`src/inc/flash_lock_pkg.sv`:
```
// Package with command codes, status bit positions, register map and carriers for the lock host.
package flash_lock_pkg;
  // Flash command codes.
  localparam logic [7:0] CMD_LOCK_SETUP    = 8'h60;
  localparam logic [7:0] CMD_LOCK_BLOCK    = 8'h01;
  localparam logic [7:0] CMD_LOCK_MASTER   = 8'hF1;
  localparam logic [7:0] CMD_READ_ARRAY    = 8'hFF;
  localparam logic [7:0] CMD_CLEAR_STATUS  = 8'h50;
  localparam logic [7:0] CMD_READ_STATUS   = 8'h70;
  // Status bit positions of operation_status.
  localparam int SR_READY   = 7;
  localparam int SR_ESUSP   = 6;
  localparam int SR_ERASE   = 5;
  localparam int SR_PROG    = 4;
  localparam int SR_VPP     = 3;
  localparam int SR_PSUSP   = 2;
  localparam int SR_PROT    = 1;
  localparam logic [7:0] SR_USED_MASK = 8'hFE;
  // APB register byte offsets.
  localparam logic [7:0] REG_CTRL   = 8'h00;
  localparam logic [7:0] REG_ADDR   = 8'h04;
  localparam logic [7:0] REG_STATUS = 8'h08;
  localparam logic [7:0] REG_RESULT = 8'h0C;
  // Control register fields.
  localparam int CTRL_GO     = 0;
  localparam int CTRL_MASTER = 1;
  localparam int CTRL_CHECK  = 2;
  localparam int CTRL_CLEAR  = 3;
  localparam int CTRL_FINISH = 4;
  localparam int CTRL_AUTO_CHECK = 5;
  // Result codes of the full status check.
  localparam logic [2:0] RES_OK      = 3'h0;
  localparam logic [2:0] RES_VPP     = 3'h1;
  localparam logic [2:0] RES_PROTECT = 3'h2;
  localparam logic [2:0] RES_SEQ     = 3'h3;
  localparam logic [2:0] RES_LOCK    = 3'h4;
  // Bus timing: a strobe phase lasts this many clock cycles plus one.
  localparam int STROBE_CYCLES = 2;
  // One bus cycle request to the flash pin engine.
  typedef struct packed {
    logic        write;
    logic [21:0] addr;
    logic [7:0]  data;
  } bus_req_type;
endpackage

```
`src/verilog/flash_bus_cycle.sv`:
```
// Single byte-wide asynchronous flash bus cycle engine.
`timescale 1ns/10ps
`default_nettype none
module flash_bus_cycle #(
  parameter int AW = 22
) (
  input  wire logic                          i_mclk,
  input  wire logic                          i_rstn,
  input  wire logic                          i_start,
  input  wire flash_lock_pkg::bus_req_type   i_req,
  output logic                               o_done,
  output logic [7:0]                         o_rdata,
  output logic [AW-1:0]                      o_addr,
  output logic [7:0]                         o_dq_out,
  output logic                               o_dq_oe_n,
  output logic                               o_ce_n,
  output logic                               o_oe_n,
  output logic                               o_we_n,
  input  wire logic [7:0]                    i_dq_in
);
  // The request carrier holds a fixed address width, so other widths are refused at build time.
  if (AW != 22)
  begin : g_bad_aw
    $error("flash_bus_cycle supports AW of 22 only");
  end
  typedef enum logic [1:0] {IDLE, STROBE, RELEASE} cyc_state_type;
  cyc_state_type state_r;
  logic [2:0]    cnt_r;
  logic [7:0]    dq_s1_r;
  logic [7:0]    dq_s2_r;
  logic          wr_r;
  wire  logic    cnt_end = (cnt_r == 3'(flash_lock_pkg::STROBE_CYCLES));

  // Data pins pass two flops before being captured, which costs two strobe cycles.
  always_ff @(posedge i_mclk)
  begin
    dq_s1_r <= i_dq_in;
    dq_s2_r <= dq_s1_r;
  end

  // Strobe sequencer: chip enable plus write or output enable for a fixed span.
  always_ff @(posedge i_mclk)
  begin
    if (!i_rstn)
    begin
      state_r   <= IDLE;
      cnt_r     <= 3'h0;
      o_done    <= 1'b0;
      o_rdata   <= 8'h00;
      o_addr    <= '0;
      o_dq_out  <= 8'h00;
      o_dq_oe_n <= 1'b1;
      o_ce_n    <= 1'b1;
      o_oe_n    <= 1'b1;
      o_we_n    <= 1'b1;
      wr_r      <= 1'b0;
    end
    else
    begin
      o_done <= 1'b0;
      unique case (state_r)
        IDLE:
        begin
          if (i_start)
          begin
            o_addr    <= i_req.addr;
            o_dq_out  <= i_req.data;
            o_dq_oe_n <= !i_req.write;
            wr_r      <= i_req.write;
            o_ce_n    <= 1'b0;
            o_we_n    <= !i_req.write;
            o_oe_n    <= i_req.write;
            cnt_r     <= 3'h0;
            state_r   <= STROBE;
          end
        end
        STROBE:
        begin
          cnt_r <= cnt_r + 3'h1;
          if (cnt_end)
          begin
            // Sampled before the strobe rises so the data is still valid.
            if (!wr_r) o_rdata <= dq_s2_r;
            o_ce_n  <= 1'b1;
            o_we_n  <= 1'b1;
            o_oe_n  <= 1'b1;
            state_r <= RELEASE;
          end
        end
        RELEASE:
        begin
          // Data held one cycle past write strobe for hold time.
          o_dq_oe_n <= 1'b1;
          o_done    <= 1'b1;
          state_r   <= IDLE;
        end
      endcase
    end
  end
endmodule // flash_bus_cycle
`default_nettype wire

```
`src/verilog/flash_lock_host.sv`:
```
// Host controller that sets block and master lock-bits on an asynchronous flash over APB orders.
`timescale 1ns/10ps
`default_nettype none
module flash_lock_host #(
  parameter int AW = 22
) (
  input  wire logic          i_mclk,
  input  wire logic          i_rstn,
  input  wire logic          i_psel,
  input  wire logic          i_penable,
  input  wire logic          i_pwrite,
  input  wire logic [7:0]    i_paddr,
  input  wire logic [31:0]   i_pwdata,
  output logic [31:0]        o_prdata,
  output logic               o_pready,
  output logic               o_pslverr,
  output logic [AW-1:0]      o_flash_addr,
  output logic [7:0]         o_flash_dq_out,
  output logic               o_flash_dq_oe_n,
  input  wire logic [7:0]    i_flash_dq_in,
  output logic               o_flash_ce_n,
  output logic               o_flash_oe_n,
  output logic               o_flash_we_n,
  input  wire logic          i_ready_busy_out
);
  // The request carrier holds a fixed address width, so other widths are refused at build time.
  if (AW != 22)
  begin : g_bad_aw
    $error("flash_lock_host supports AW of 22 only");
  end

  typedef enum logic [3:0] {
    S_IDLE, S_SETUP, S_CONFIRM, S_POLL, S_CHECK, S_CLEAR, S_FINISH, S_WAIT
  } host_state_type;

  host_state_type state_r;
  host_state_type ret_r;
  logic [AW-1:0]  addr_r;
  logic           master_r;
  logic           auto_check_r;
  logic [7:0]     sr_r;
  logic [2:0]     result_r;
  logic           busy_r;
  logic           rb_s1_r;
  logic           rb_s2_r;
  logic           start_r;
  flash_lock_pkg::bus_req_type req_r;
  wire  logic     cyc_done;
  wire  logic [7:0] cyc_rdata;

  // Ready/busy pin crosses in via two flops; the poll uses both pin and status bit.
  always_ff @(posedge i_mclk)
  begin
    rb_s1_r <= i_ready_busy_out;
    rb_s2_r <= rb_s1_r;
  end

  // APB decode; every access completes in its first access cycle.
  wire logic apb_acc   = i_psel && i_penable;
  wire logic apb_wr    = apb_acc && i_pwrite;
  wire logic hit_ctrl  = (i_paddr == flash_lock_pkg::REG_CTRL);
  wire logic hit_addr  = (i_paddr == flash_lock_pkg::REG_ADDR);
  wire logic hit_stat  = (i_paddr == flash_lock_pkg::REG_STATUS);
  wire logic hit_res   = (i_paddr == flash_lock_pkg::REG_RESULT);
  wire logic hit_any   = hit_ctrl || hit_addr || hit_stat || hit_res;
  wire logic ctrl_wr   = apb_wr && hit_ctrl && !busy_r;
  wire logic go_cmd    = ctrl_wr && i_pwdata[flash_lock_pkg::CTRL_GO];
  wire logic chk_cmd   = ctrl_wr && i_pwdata[flash_lock_pkg::CTRL_CHECK];
  wire logic clr_cmd   = ctrl_wr && i_pwdata[flash_lock_pkg::CTRL_CLEAR];
  wire logic fin_cmd   = ctrl_wr && i_pwdata[flash_lock_pkg::CTRL_FINISH];
  // Status masks the reserved bit so software never sees a stray value in it.
  wire logic [7:0] sr_masked = sr_r & flash_lock_pkg::SR_USED_MASK;
  // Ready needs both the status bit and the pin, since the pin stays high in suspend.
  wire logic flash_ready = cyc_rdata[flash_lock_pkg::SR_READY] && rb_s2_r;
  // Read data is only fresh after a read cycle; after a write it still holds an old status.
  wire logic rd_fresh    = !req_r.write;

  assign o_pready  = 1'b1;
  assign o_pslverr = apb_acc && (!hit_any || (apb_wr && (hit_stat || hit_res)));
  assign o_prdata  = hit_ctrl ? {31'h0, busy_r} :
                     hit_addr ? {{(32-AW){1'b0}}, addr_r} :
                     hit_stat ? {24'h0, sr_masked} :
                     hit_res  ? {29'h0, result_r} : 32'h0;

  // Full status check ordering: supply, protection, sequence, then lock error.
  function automatic logic [2:0] classify(input logic [7:0] sr);
    if (sr[flash_lock_pkg::SR_VPP])
      classify = flash_lock_pkg::RES_VPP;
    else if (sr[flash_lock_pkg::SR_PROT])
      classify = flash_lock_pkg::RES_PROTECT;
    else if (sr[flash_lock_pkg::SR_PROG] && sr[flash_lock_pkg::SR_ERASE])
      classify = flash_lock_pkg::RES_SEQ;
    else if (sr[flash_lock_pkg::SR_PROG])
      classify = flash_lock_pkg::RES_LOCK;
    else
      classify = flash_lock_pkg::RES_OK;
  endfunction

  // Order sequencer: each step except S_CLEAR, S_FINISH and a ready S_POLL issues one flash bus cycle and then waits for it.
  always_ff @(posedge i_mclk)
  begin
    if (!i_rstn)
    begin
      state_r      <= S_IDLE;
      ret_r        <= S_IDLE;
      addr_r       <= '0;
      master_r     <= 1'b0;
      auto_check_r <= 1'b0;
      sr_r         <= 8'h00;
      result_r     <= flash_lock_pkg::RES_OK;
      busy_r       <= 1'b0;
      start_r      <= 1'b0;
      req_r        <= '0;
    end
    else
    begin
      start_r <= 1'b0;
      if (apb_wr && hit_addr && !busy_r)
        addr_r <= i_pwdata[AW-1:0];
      unique case (state_r)
        S_IDLE:
        begin
          if (go_cmd)
          begin
            master_r     <= i_pwdata[flash_lock_pkg::CTRL_MASTER];
            auto_check_r <= i_pwdata[flash_lock_pkg::CTRL_AUTO_CHECK];
            busy_r       <= 1'b1;
            req_r        <= '{1'b1, addr_r, flash_lock_pkg::CMD_LOCK_SETUP};
            start_r      <= 1'b1;
            ret_r        <= S_CONFIRM;
            state_r      <= S_WAIT;
          end
          else if (chk_cmd)
          begin
            // Series check relies on the flash keeping error bits sticky.
            busy_r  <= 1'b1;
            req_r   <= '{1'b1, addr_r, flash_lock_pkg::CMD_READ_STATUS};
            start_r <= 1'b1;
            ret_r   <= S_CHECK;
            state_r <= S_WAIT;
          end
          else if (clr_cmd)
          begin
            // Software clears after an error, before any retry.
            busy_r  <= 1'b1;
            req_r   <= '{1'b1, addr_r, flash_lock_pkg::CMD_CLEAR_STATUS};
            start_r <= 1'b1;
            ret_r   <= S_CLEAR;
            state_r <= S_WAIT;
          end
          else if (fin_cmd)
          begin
            busy_r  <= 1'b1;
            req_r   <= '{1'b1, addr_r, flash_lock_pkg::CMD_READ_ARRAY};
            start_r <= 1'b1;
            ret_r   <= S_FINISH;
            state_r <= S_WAIT;
          end
        end
        S_CONFIRM:
        begin
          req_r   <= '{1'b1, addr_r, master_r ? flash_lock_pkg::CMD_LOCK_MASTER
                                              : flash_lock_pkg::CMD_LOCK_BLOCK};
          start_r <= 1'b1;
          ret_r   <= S_POLL;
          state_r <= S_WAIT;
        end
        S_POLL:
        begin
          // After confirm the flash reads back status, so plain reads poll it.
          // Right after the confirm write no status has been read yet, so a read goes first.
          if (rd_fresh)
            sr_r <= cyc_rdata;
          if (rd_fresh && flash_ready)
          begin
            if (auto_check_r)
              result_r <= classify(cyc_rdata);
            busy_r  <= 1'b0;
            state_r <= S_IDLE;
          end
          else
          begin
            req_r   <= '{1'b0, addr_r, 8'h00};
            start_r <= 1'b1;
            ret_r   <= S_POLL;
            state_r <= S_WAIT;
          end
        end
        S_CHECK:
        begin
          // Status read after the read-status command; bits 6 and 2 report suspends.
          req_r   <= '{1'b0, addr_r, 8'h00};
          start_r <= 1'b1;
          ret_r   <= S_POLL;
          auto_check_r <= 1'b1;
          state_r <= S_WAIT;
        end
        S_CLEAR:
        begin
          result_r <= flash_lock_pkg::RES_OK;
          sr_r     <= 8'h00;
          busy_r   <= 1'b0;
          state_r  <= S_IDLE;
        end
        S_FINISH:
        begin
          busy_r  <= 1'b0;
          state_r <= S_IDLE;
        end
        S_WAIT:
        begin
          if (cyc_done)
            state_r <= ret_r;
        end
      endcase
    end
  end

  flash_bus_cycle #(.AW(AW)) u_cycle (
    .i_mclk    (i_mclk),
    .i_rstn    (i_rstn),
    .i_start   (start_r),
    .i_req     (req_r),
    .o_done    (cyc_done),
    .o_rdata   (cyc_rdata),
    .o_addr    (o_flash_addr),
    .o_dq_out  (o_flash_dq_out),
    .o_dq_oe_n (o_flash_dq_oe_n),
    .o_ce_n    (o_flash_ce_n),
    .o_oe_n    (o_flash_oe_n),
    .o_we_n    (o_flash_we_n),
    .i_dq_in   (i_flash_dq_in)
  );
endmodule // flash_lock_host
`default_nettype wire

```
`config.mk`:
```
export PLATFORM = sky130hd
export DESIGN_NAME = flash_lock_host
export DESIGN_NICKNAME = d
export VERILOG_FILES = /design/src/inc/flash_lock_pkg.sv /design/src/verilog/flash_bus_cycle.sv /design/src/verilog/flash_lock_host.sv
export SDC_FILE = /design/constraint.sdc
export NUM_CORES = 1
export LEC_CHECK = 0
export BUFFER_PORTS_ARGS = -buffer_cell sky130_fd_sc_hd__buf_2
export CAP_MARGIN = 20
export CORE_MARGIN = 3
export CORE_UTILIZATION = 51
export CTS_BUF_LIST = sky130_fd_sc_hd__clkbuf_4 sky130_fd_sc_hd__clkbuf_8
export DETAILED_ROUTE_END_ITERATION = 12
export PLACE_DENSITY = 0.85
export SLEW_MARGIN = 30
export SYNTH_ARGS = -nofsm -noshare
export SYNTH_HDL_FRONTEND = slang
export SYNTH_HIERARCHICAL = 1
export SYNTH_SLANG_ARGS = --single-unit
```
`constraint.sdc`:
```
create_clock -name i_mclk -period 2 [get_ports i_mclk]
set_clock_uncertainty 0.1 [all_clocks]
set_input_delay 0.4 -clock i_mclk [delete_from_list [all_inputs] [get_ports i_mclk]]
set_output_delay 0.4 -clock i_mclk [all_outputs]
set_load 0.1 [all_outputs]
```
### Word level (Yosys, flattened, before mapping)

Cells that the tools add are included.

| storage, ports and cells | value |
|---|---|
| flip-flop bits (word level) | 143 |
| ROM bits | 0 |
| latch bits | 0 |
| memories | 0 |
| RAM bits | 0 |

| operators by class | value |
|---|---|
| shifts and indexed selects | 0 |
| bitwise logic cells | 1 |
| multipliers | 0 |
| div/mod/pow operators | 0 |
| add/subtract/negate cells | 1 |
| order comparisons | 0 |
| muxes and demuxes | 61 |
| equality and inequality tests | 21 |
| reduce and logical (&&, ||, !) cells | 49 |

Operators by type and width:

| operator | count |
|---|---|
| $mux 31 | 5 |
| $pmux 31 s4 | 1 |
| $mux 22 | 2 |
| $mux 4 | 10 |
| $mux 3 | 9 |
| $mux 8 | 3 |
| $pmux 4 s5 | 1 |
| $reduce_and 3->1 | 6 |
| $eq 4x3->1 const B | 4 |
| $eq 8x4->1 const B | 2 |
| $mux 1 | 16 |
| $pmux 8 s2 | 1 |
| $reduce_and 2->1 | 8 |
| $logic_and 1x1->1 | 15 |
| $ne 2x2->1 const B | 6 |
| $pmux 3 s2 | 2 |
| $pmux 4 s3 | 1 |
| $pmux 1 s2 | 5 |
| $eq 4x2->1 const B | 2 |
| $eq 8x3->1 const B | 1 |
| $logic_not 8->1 | 1 |
| $reduce_bool 2->1 | 4 |
| $pmux 1 s3 | 2 |
| $pmux 2 s3 | 1 |
| other kinds (15) | 25 |

### Depth between registers and ports, before layout

Gate-level depths: netlist of run 1.

| logic depth | value |
|---|---|
| depth after elaboration | 10 |
| gate-level depth with buffers | 7 |
| gate-level depth less buffers | 5 |

### Cells and area by module

The synthesis of run 1 kept the hierarchy.

By module, submodules not included:

| module | seq. area each (µm²) | area each (µm²) | cells an instance | times used |
|---|---|---|---|---|
| flash_lock_host | 1461.4 | 3502.1 | 411 | 1 |
| flash_bus_cycle | 1301.2 | 2327.2 | 236 | 1 |

### Least setup slack after synthesis of run 1

Ideal clock, no wire load.

| timing path | value |
|---|---|
| path type | input port to output port |
| start point | input port i_paddr[1] |
| end point | output port o_prdata[0] |
| slack | -0.840 ns |
| data arrival time | 2.340 ns |
| cell stages on the path | 3 |
| path through | nor4_2 > nand2_1 > nor2_1 |

| on the way | value |
|---|---|
| cells in the longest elaborated chain, start to end | 5 |

RTL lines:

| what | RTL line | text |
|---|---|---|
| start: declaration | flash_lock_host.sv:12 | `input wire logic [7:0] i_paddr,` |
| $eq 8x4->1 | flash_lock_host.sv:64 | `wire logic hit_res = (i_paddr == flash_lock_pkg::REG_RESULT);` |
| $mux 3 | flash_lock_host.sv:83 | `hit_res ? {29'h0, result_r} : 32'h0;` |
| $mux 8 | flash_lock_host.sv:82 | `hit_stat ? {24'h0, sr_masked} :` |
| $mux 22 | flash_lock_host.sv:81 | `hit_addr ? {{(32-AW){1'b0}}, addr_r} :` |
| $mux 22 (*) | flash_lock_host.sv:80 | `assign o_prdata = hit_ctrl ? {31'h0, busy_r} :` |
| end: declaration | flash_lock_host.sv:14 | `output logic [31:0] o_prdata,` |

Every way passes the cells marked *; elsewhere a longest branch is shown, timed or not.

### Final worst setup path of run 1

| timing path | value |
|---|---|
| start point | input port i_paddr[4] |
| end point | output port o_prdata[8] |

| on the way | value |
|---|---|
| cells in the longest elaborated chain, start to end | 3 |

RTL lines:

| what | RTL line | text |
|---|---|---|
| $eq 8x3->1 | flash_lock_host.sv:62 | `wire logic hit_addr = (i_paddr == flash_lock_pkg::REG_ADDR);` |
| $mux 22 | flash_lock_host.sv:81 |  |
| $mux 22 (*) | flash_lock_host.sv:80 |  |

Marks and branches as above.

==> results_dict.tcl, run 1 <==
set metrics [dict create \
    wl_per_cell_um 16.28 \
    p_per_area_mw_per_mm2 1025 \
    dr_total_vias 4954 \
    grt_pass1_vias 5011 \
    violations "setup timing" \
    fin_crit_ns 2.016 \
    die_x_um 112.2 \
    synthesis.area_mm2 0.005753 \
    cp.required_ns 1.50 \
    gr-usage-met3_pct 6.469 \
    outcome "finished with violations" \
    dp.cells 869 \
    dp_slack_ns -0.2449 \
    clock_latency_ns 0.44 \
    cts_tree "yes" \
    tns_ns -0.1203 \
    vias_per_cell 5.414 \
    nets 824 \
    drive_gt1_share_pct 28.65 \
    final-max-slew-violation-count 0 \
    io_pins 122 \
    portBuffers 99 \
    ys_warn_count 6 \
    fmax_mhz 496.0 \
    totalWireLength_um 14890 \
    clock-root-buffer "clkbuf_8" \
    fp.dieH_um 112.2 \
    antenna_cells 0 \
    met2_usage_pct 39.25 \
    syn_avg_cell_area_um2 8.961 \
    numCtsBuffers 17 \
    antenna_found_initial 0 \
    endpoint_kind "output port" \
    stdcell_count 915 \
    ant_nets 0 \
    drc 0 \
    grt_setup_unrepaired "yes" \
    grt_usage_pct 23.47 \
    die_area_mm2 0.01259 \
    syn-instance-count 642 \
    drt_iter0_drc 352 \
    dp_hpwl_um 10490 \
    clockBufferDepth 2 \
    worstPathMaxFanout 16 \
    grt.met1_usage_pct 29.75 \
    gp_congestion 0.8948 \
    firstDrtPassIters 6 \
    initial_core_util_pct 52.61 \
    min_path_type "in -> reg" \
    top_usage_layer "met2" \
    grt_overflow 0 \
    path_clk_slew_ns 0.07 \
    setup_violations 14 \
    area_growth_pct 30.23 \
    ir_worst_vdd_v 0.0007225 \
    timing.max_cap.violations 0 \
    worstSetupStartpointType "input pin" \
    cp.arrival_ns 1.52 \
    clkSinkCount 135 \
    fin_ws_ns -0.01632 \
    rows 38 \
    grt_max_degree 52 \
    p_leak_nw 2.955 \
    criticalPathCategory "in -> out" \
    period_share_pct 100.8 \
    core_area_mm2 0.01094 \
    htreeDepth 4 \
    hold_viol 0 \
    grt_pass1_wl_um 24200 \
]
-- registers in the layout (all words and copies together), names as in the netlist, 2 cells and up --
| signal | cells |
|---|---|
| u_cycle/o_dq_out | 8 |
| ret_r | 3 |
| addr_r | 22 |
| u_cycle/o_addr | 22 |
| u_cycle/dq_s2_r | 7 |
| result_r | 3 |
| u_cycle/dq_s1_r | 7 |
| u_cycle/state_r | 2 |
| state_r | 3 |
| sr_r | 7 |
| u_cycle/cnt_r | 3 |
| req_r | 29 |
| u_cycle/o_rdata | 7 |
-- routing by layer --
metal	up-vias	part of all wire, %	wire length [um]
met3	22	6.8	1017
met5	-	0	0
met1	2337	42	6306
met2	188	49	7359
li1	2407	-	-
met4	0	1.4	210
-- placed cells by master (no fill, tap or decap), types with 6 or more instances in the layout --
cell	instances
nand2b_1	7
nor2b_1	11
nor2_4	8
buf_12	26
buf_2	74
a21oi_1	35
ha_1	6
mux2i_1	45
nand2_1	145
nand3_1	26
dfxtp_1	132
a21boi_1	30
nor2_1	13
inv_1	17
buf_4	35
conb_1	11
clkbuf_8	17
and2_4	14
a22oi_2	8
o21ai_0	7
dlygate4sd3_1	8
-- report_power, final --
group          switching [mW]  internal, mW
clock network            1.10          1.11
logic                    1.51         0.855
registers               0.200          2.91
-- what timing repair did --
item / 4_1_cts / 5_1_grt
gates resized for setup: 19 / 2
setup endpoints to repair: 22 / 19
buffers inserted: 6 / 1
endpoints found under the hold margin: 8 / 0
hold buffers: 8 / 0
pin swaps: 5 / 5
-- worst max-delay path: stages --
cell	delay, ns
buf_8	0.10
nor4_4	0.30
and3_4	0.24
buf_12	0.13
and2_4	0.15
buf_12	0.16
-- final timing paths --
check	start	end	slack [ns]	cells after the start
setup / recovery	i_paddr[4]	o_prdata[8]	-0.02	6
hold reg to reg	u_cycle/dq_s1_r[5]	u_cycle/dq_s2_r[5]	0.23	0
setup reg to reg	state_r[1]	req_r[22]	0.10	5
hold / removal	i_pwdata[15]	addr_r[15]	0.11	3
-- through the flow --
step | util, % | hold slack, ns | instance area (um^2) | power, mW
global route | 68.51 | 0.09639 | 7492 | 8.019
CTS | 68.38 | 0.09275 | 7477 | 7.679
finish | 68.51 | 0.1125 | 7492 | 7.679
global placement | 62.92 | 0.2126 | 6880 | 5.377
floorplan | - | 0.2096 | 5948 | 5.104
detailed placement | 62.92 | 0.2121 | 6880 | 5.463
-- layout make-up --
class                           count  area (um^2)
Fill cell                         822         3443
Multi-Input combinational cell    446         2890
Sequential cell                   135         2706
Timing Repair Buffer              146         1271
Clock buffer                       17        234.0
Tap cell                          140        175.2
Clock inverter                     14        151.4
Inverter                           17        63.81
Note: power is estimated with default switching activity, not from simulation.
==> inputs of run 2 (changes only) <==
--- a/config.mk
+++ b/config.mk
@@ -11,6 +11,7 @@
 export CORE_UTILIZATION = 51
 export CTS_BUF_LIST = sky130_fd_sc_hd__clkbuf_4 sky130_fd_sc_hd__clkbuf_8
 export DETAILED_ROUTE_END_ITERATION = 12
+export GPL_TIMING_DRIVEN = 0
 export PLACE_DENSITY = 0.85
 export SLEW_MARGIN = 30
 export SYNTH_ARGS = -nofsm -noshare
==> results_dict.tcl, run 2 (same netlist as run 1, synthesis figures left out) <==
set metrics [dict create \
    area_growth_pct 33.54 \
    worstMarginPinSlew_ns 0.5418 \
    antenna_found_initial 0 \
    cts_tree "yes" \
    wl_met1_um 6649 \
    rows 38 \
    slowest_stage "nor4_4" \
    wl_met3_um 1428 \
    fp.dieH_um 112.2 \
    die_x_um 112.2 \
    p_per_area_mw_per_mm2 1072 \
    hold_path_end "addr_r[12]" \
    hp-start "i_pwdata[12]" \
    holdPathStages 3 \
    max_stage_delay_ns 0.39 \
    worstPathMaxFanout 8 \
    hold_viol 0 \
    reg_top3 "req_r x29, addr_r x22, u_cycle/o_addr x22" \
    grt_max_degree 17 \
    htreeDepth 4 \
    violations "setup timing" \
    reg2regPathDepth 5 \
    portBuffers 97 \
    r2r_start "busy_r" \
    dp_hpwl_um 11270 \
    ant_nets 0 \
    initial_core_util_pct 52.61 \
    fin_ws_ns -0.1777 \
    worstSetupStartpointType "input pin" \
    total_power_mw 8.234 \
    grt_pass1_vias 5356 \
    min_path_type "in -> reg" \
    core_area_mm2 0.01094 \
    clock-root-buffer "clkbuf_8" \
    firstDrtPassIters 5 \
    antenna_cells 0 \
    tns_ns -2.824 \
    grt_pass1_wl_um 26930 \
    cp.required_ns 1.50 \
    setup_violations 23 \
    largest_register "req_r" \
    layout_common_cells "145 x nand2_1, 135 x dfxtp_1, 74 x buf_2" \
    drc 0 \
    clockBufferDepth 2 \
    slew_headroom_pct 63.88 \
    cp.arrival_ns 1.68 \
    dr.max_layer_used "met4" \
    dr_total_vias 5311 \
    fmax_mhz 459.2 \
    vias_per_cell 5.650 \
    dp_slack_ns -0.6579 \
    outcome "finished with violations" \
    endpoint_kind "output port" \
    wl_per_cell_um 18.33 \
    timing.max_cap.violations 0 \
    path_clk_slew_ns 0.08 \
    io_pins 122 \
    r2r_slack_ns 0.13 \
    drt_iter0_drc 547 \
    grt_overflow 0 \
    p_leak_nw 3.026 \
    period_share_pct 108.9 \
    numCtsBuffers 17 \
    fillers 750 \
    clock_latency_ns 0.44 \
    ir_worst_vdd_v 0.0008531 \
    largest_register_ffs 29 \
    die_area_mm2 0.01259 \
    clkSinkCount 135 \
    r2r_end "req_r[5]" \
    grt_setup_unrepaired "yes" \
    nets 848 \
    finish.utilization_pct 70.25 \
    fin_crit_ns 2.178 \
    path_cells "buf_8 > nor4_4 > and3_4 > clkbuf_16 > and2_4 > buf_12" \
    criticalPathCategory "in -> out" \
    grt_usage_pct 26.74 \
    final-max-slew-violation-count 0 \
    hold_slack_ns 0.1119 \
    gp_congestion 0.9084 \
    drive_gt1_share_pct 27.88 \
    wl_met2_um 8462 \
    totalWireLength_um 17230 \
    final_common_cell "nand2_1" \
]
## run 2: how the worst max path moves through the flow
stage,start,to,slack (ns),cells after the start
floorplan,i_paddr[4],o_prdata[18],-0.12,5
global placement,i_paddr[4],o_prdata[20],-0.63,7
detailed placement,i_paddr[4],o_prdata[21],-0.66,7
CTS,i_paddr[1],o_prdata[21],-0.19,7
global route,i_paddr[0],o_prdata[11],-0.19,6
finish,i_paddr[0],o_prdata[21],-0.18,6
## run 2: where the power goes
group / switching, mW / internal (mW) / total (mW)
combinational: 1.67 / 1.09 / 2.76
clock: 1.08 / 1.29 / 2.37
sequential: 0.194 / 2.91 / 3.10
## run 2: routing by layer
| metal | track usage (%) | vias up |
|---|---|---|
| met5 | 0 | - |
| met4 | 11.62 | 0 |
| met3 | 7.062 | 69 |
| met2 | 44.62 | 293 |
| met1 | 32.62 | 2489 |
| li1 | - | 2460 |
## run 2: layout make-up
cell class	instances	area, um^2	area share [%]
Multi-Input combinational cell	446	2918	37.98
Inverter	17	63.81	0.8306
Tap cell	140	175.2	2.280
Clock buffer	20	262.8	3.420
Buffer	50	357.8	4.658
Timing Repair Buffer	120	1051	13.68
Sequential cell	135	2703	35.18
Clock inverter	12	151.4	1.971
## run 2: critical path, delay by kind of cell
family	cells	cell delay [ns]
buffers and inverters	3	0.43
and+or+nand+nor	3	0.84
## run 2: timing repair
item	in CTS	in global routing
hold buffers	8	0
hold endpoints to repair	8	0
endpoints found under the setup margin	56	84
gates resized for setup	105	13
gates cloned	1	1
pin swaps	4	7
setup buffers	8	5
## run 2: through the flow
stage	cells	cell area, um^2
CTS	937	7574
floorplan	651	5948
global placement	888	6609
finish	940	7682
global route	940	7682
detailed placement	888	6609
==> inputs of run 3 (changes only) <==
--- a/config.mk
+++ b/config.mk
@@ -8,11 +8,11 @@
 export BUFFER_PORTS_ARGS = -buffer_cell sky130_fd_sc_hd__buf_2
 export CAP_MARGIN = 20
 export CORE_MARGIN = 3
-export CORE_UTILIZATION = 51
+export CORE_UTILIZATION = 45
 export CTS_BUF_LIST = sky130_fd_sc_hd__clkbuf_4 sky130_fd_sc_hd__clkbuf_8
 export DETAILED_ROUTE_END_ITERATION = 12
 export GPL_TIMING_DRIVEN = 0
-export PLACE_DENSITY = 0.85
+export PLACE_DENSITY = 0.77
 export SLEW_MARGIN = 30
 export SYNTH_ARGS = -nofsm -noshare
 export SYNTH_HDL_FRONTEND = slang
==> results_dict.tcl, run 3 (same netlist as run 1, synthesis figures left out) <==
set metrics [dict create \
    ant_nets 0 \
    endpoint_kind "output port" \
    cp.required_ns 1.50 \
    violations "setup timing" \
    total_power_mw 8.272 \
    portBuffers 97 \
    path_cells "buf_6 > nor4_4 > and3_1 > buf_6 > clkbuf_16 > and2_4 > buf_12" \
    firstDrtPassIters 5 \
    hold_viol 0 \
    max_stage_delay_ns 0.28 \
    cp.arrival_ns 1.61 \
    period_share_pct 105.3 \
    cts_tree "yes" \
    criticalPathCategory "in -> out" \
    drc 0 \
    finish.utilization_pct 62.93 \
    slew_headroom_pct 59.93 \
    fin_ws_ns -0.1053 \
    rows 40 \
    postPlaceCellArea_mm2 0.006644 \
    path_clk_slew_ns 0.07 \
    power.net_switching_mw 2.794 \
    worstPathMaxFanout 5 \
    dp_hpwl_um 10970 \
    worstMarginPinSlew_ns 0.5960 \
    die_area_mm2 0.01418 \
    clkSinkCount 135 \
    wl_per_cell_um 16.18 \
    layout_common_cells "145 x nand2_1, 131 x dfxtp_1, 76 x buf_2" \
    final-max-slew-violation-count 0 \
    drive_gt1_share_pct 28.05 \
    p_int_mw 5.477 \
    min_path_type "in -> reg" \
    die_x_um 119.1 \
    io_pins 122 \
    seq_power_share_pct 37.4 \
    largest_register "req_r" \
    antenna_cells 0 \
    nets 850 \
    post-route-cell-area_mm2 0.007716 \
    p_per_area_mw_per_mm2 1072 \
    core_area_mm2 0.01226 \
    final_common_cell "nand2_1" \
    fillers 997 \
    clock_latency_ns 0.44 \
    fp.dieH_um 119.1 \
    largest_register_ffs 29 \
    seq_area_mm2 0.002708 \
    drt_iter0_drc 310 \
    grt_max_degree 17 \
    dr_total_vias 5106 \
    grt_pass1_wl_um 25580 \
    initial_core_util_pct 46.92 \
    outcome "finished with violations" \
    path_common_cell "buf_6" \
    setup_violations 14 \
    numCtsBuffers 17 \
    antenna_found_initial 0 \
    fmax_mhz 475.0 \
    clock-root-buffer "clkbuf_8" \
    clockBufferDepth 2 \
    cp_top_family "simple AND/OR/NAND/NOR gates" \
    area_growth_pct 34.12 \
    fin_crit_ns 2.105 \
    grt_pass1_vias 5174 \
    vias_per_cell 5.264 \
    worstSetupStartpointType "input pin" \
    slowest_stage "nor4_4" \
    p_leak_nw 3.071 \
    ir_worst_vdd_v 0.0005843 \
    multiInputGateArea_mm2 0.002878 \
    timing.max_cap.violations 0 \
    combPwrFrac_pct 31.3 \
    grt_setup_unrepaired "yes" \
    clkPwrFrac_pct 31.3 \
    grt_usage_pct 22.43 \
    gp_congestion 0.9040 \
    power.share.switching_pct 33.78 \
    grt_overflow 0 \
    reg_top3 "req_r x29, addr_r x22, u_cycle/o_addr x22" \
    critPathBufInv 4 \
    totalWireLength_um 15690 \
    htreeDepth 4 \
]
run 3: path summary, 6_finish.rpt:
path,startpoint,end,slack [ns],cells after the start
min,i_pwdata[11],addr_r[11],0.11,3
max,i_paddr[0],o_prdata[12],-0.11,7
max reg2reg,state_r[0],req_r[15],0.08,7
min reg2reg,u_cycle/dq_s1_r[5],u_cycle/dq_s2_r[5],0.23,0
run 3: what timing repair did:
item / in CTS / in global routing
hold endpoints to repair: 8 / 0
pin swaps: 9 / 7
hold buffers: 8 / 0
resized for setup: 98 / 12
cloned: 1 / 0
buffers inserted: 10 / 5
setup endpoints to repair: 59 / 62
run 3: routing by layer:
metal | vias up | track usage [%] | wire length [um]
met5 | - | 0 | 0
met4 | 0 | 9.776 | 396
met3 | 36 | 5.508 | 1164
met2 | 196 | 37.58 | 7753
met1 | 2408 | 27.33 | 6377
li1 | 2466 | - | -
run 3: worst register-to-register path, delay by kind of cell, from the launching register on:
family / cells / cell delay, ns
flops: 1 / 0.32
mux: 2 / 0.55
buf+inv: 3 / 0.53
simple gates: 1 / 0.18
compound gates: 1 / 0.17
run 3: power by group through the flow:
stage	clock network (mW)	logic [mW]	registers, mW
after floorplan	0	1.68	3.43
after global placement	0	2.42	3.12
after detailed placement	0	2.46	3.13
after CTS	2.62	2.50	3.08
after global routing	2.76	2.76	3.13
final	2.59	2.59	3.09
run 3: stage by stage:
step | instances | TNS, ns | setup slack [ns] | hold WS [ns]
final | 970 | -1.127 | -0.1053 | 0.1058
after detailed placement | 916 | -24.80 | -0.6182 | 0.2121
after global routing | 970 | -1.451 | -0.1226 | 0.08965
after global placement | 916 | -22.86 | -0.6007 | 0.2107
after floorplan | 651 | -3.056 | -0.1219 | 0.2096
after CTS | 967 | -1.060 | -0.08832 | 0.08332
run 3: layout make-up:
cell class,instances,share of cell area [%]
timing repair buffer,121,13.23
buffer,51,4.897
tap,168,2.724
sequential,135,35.09
clock inverter,9,2.238
multi-input combinational,446,37.30
clock buffer,23,3.697
inverter,17,0.8270
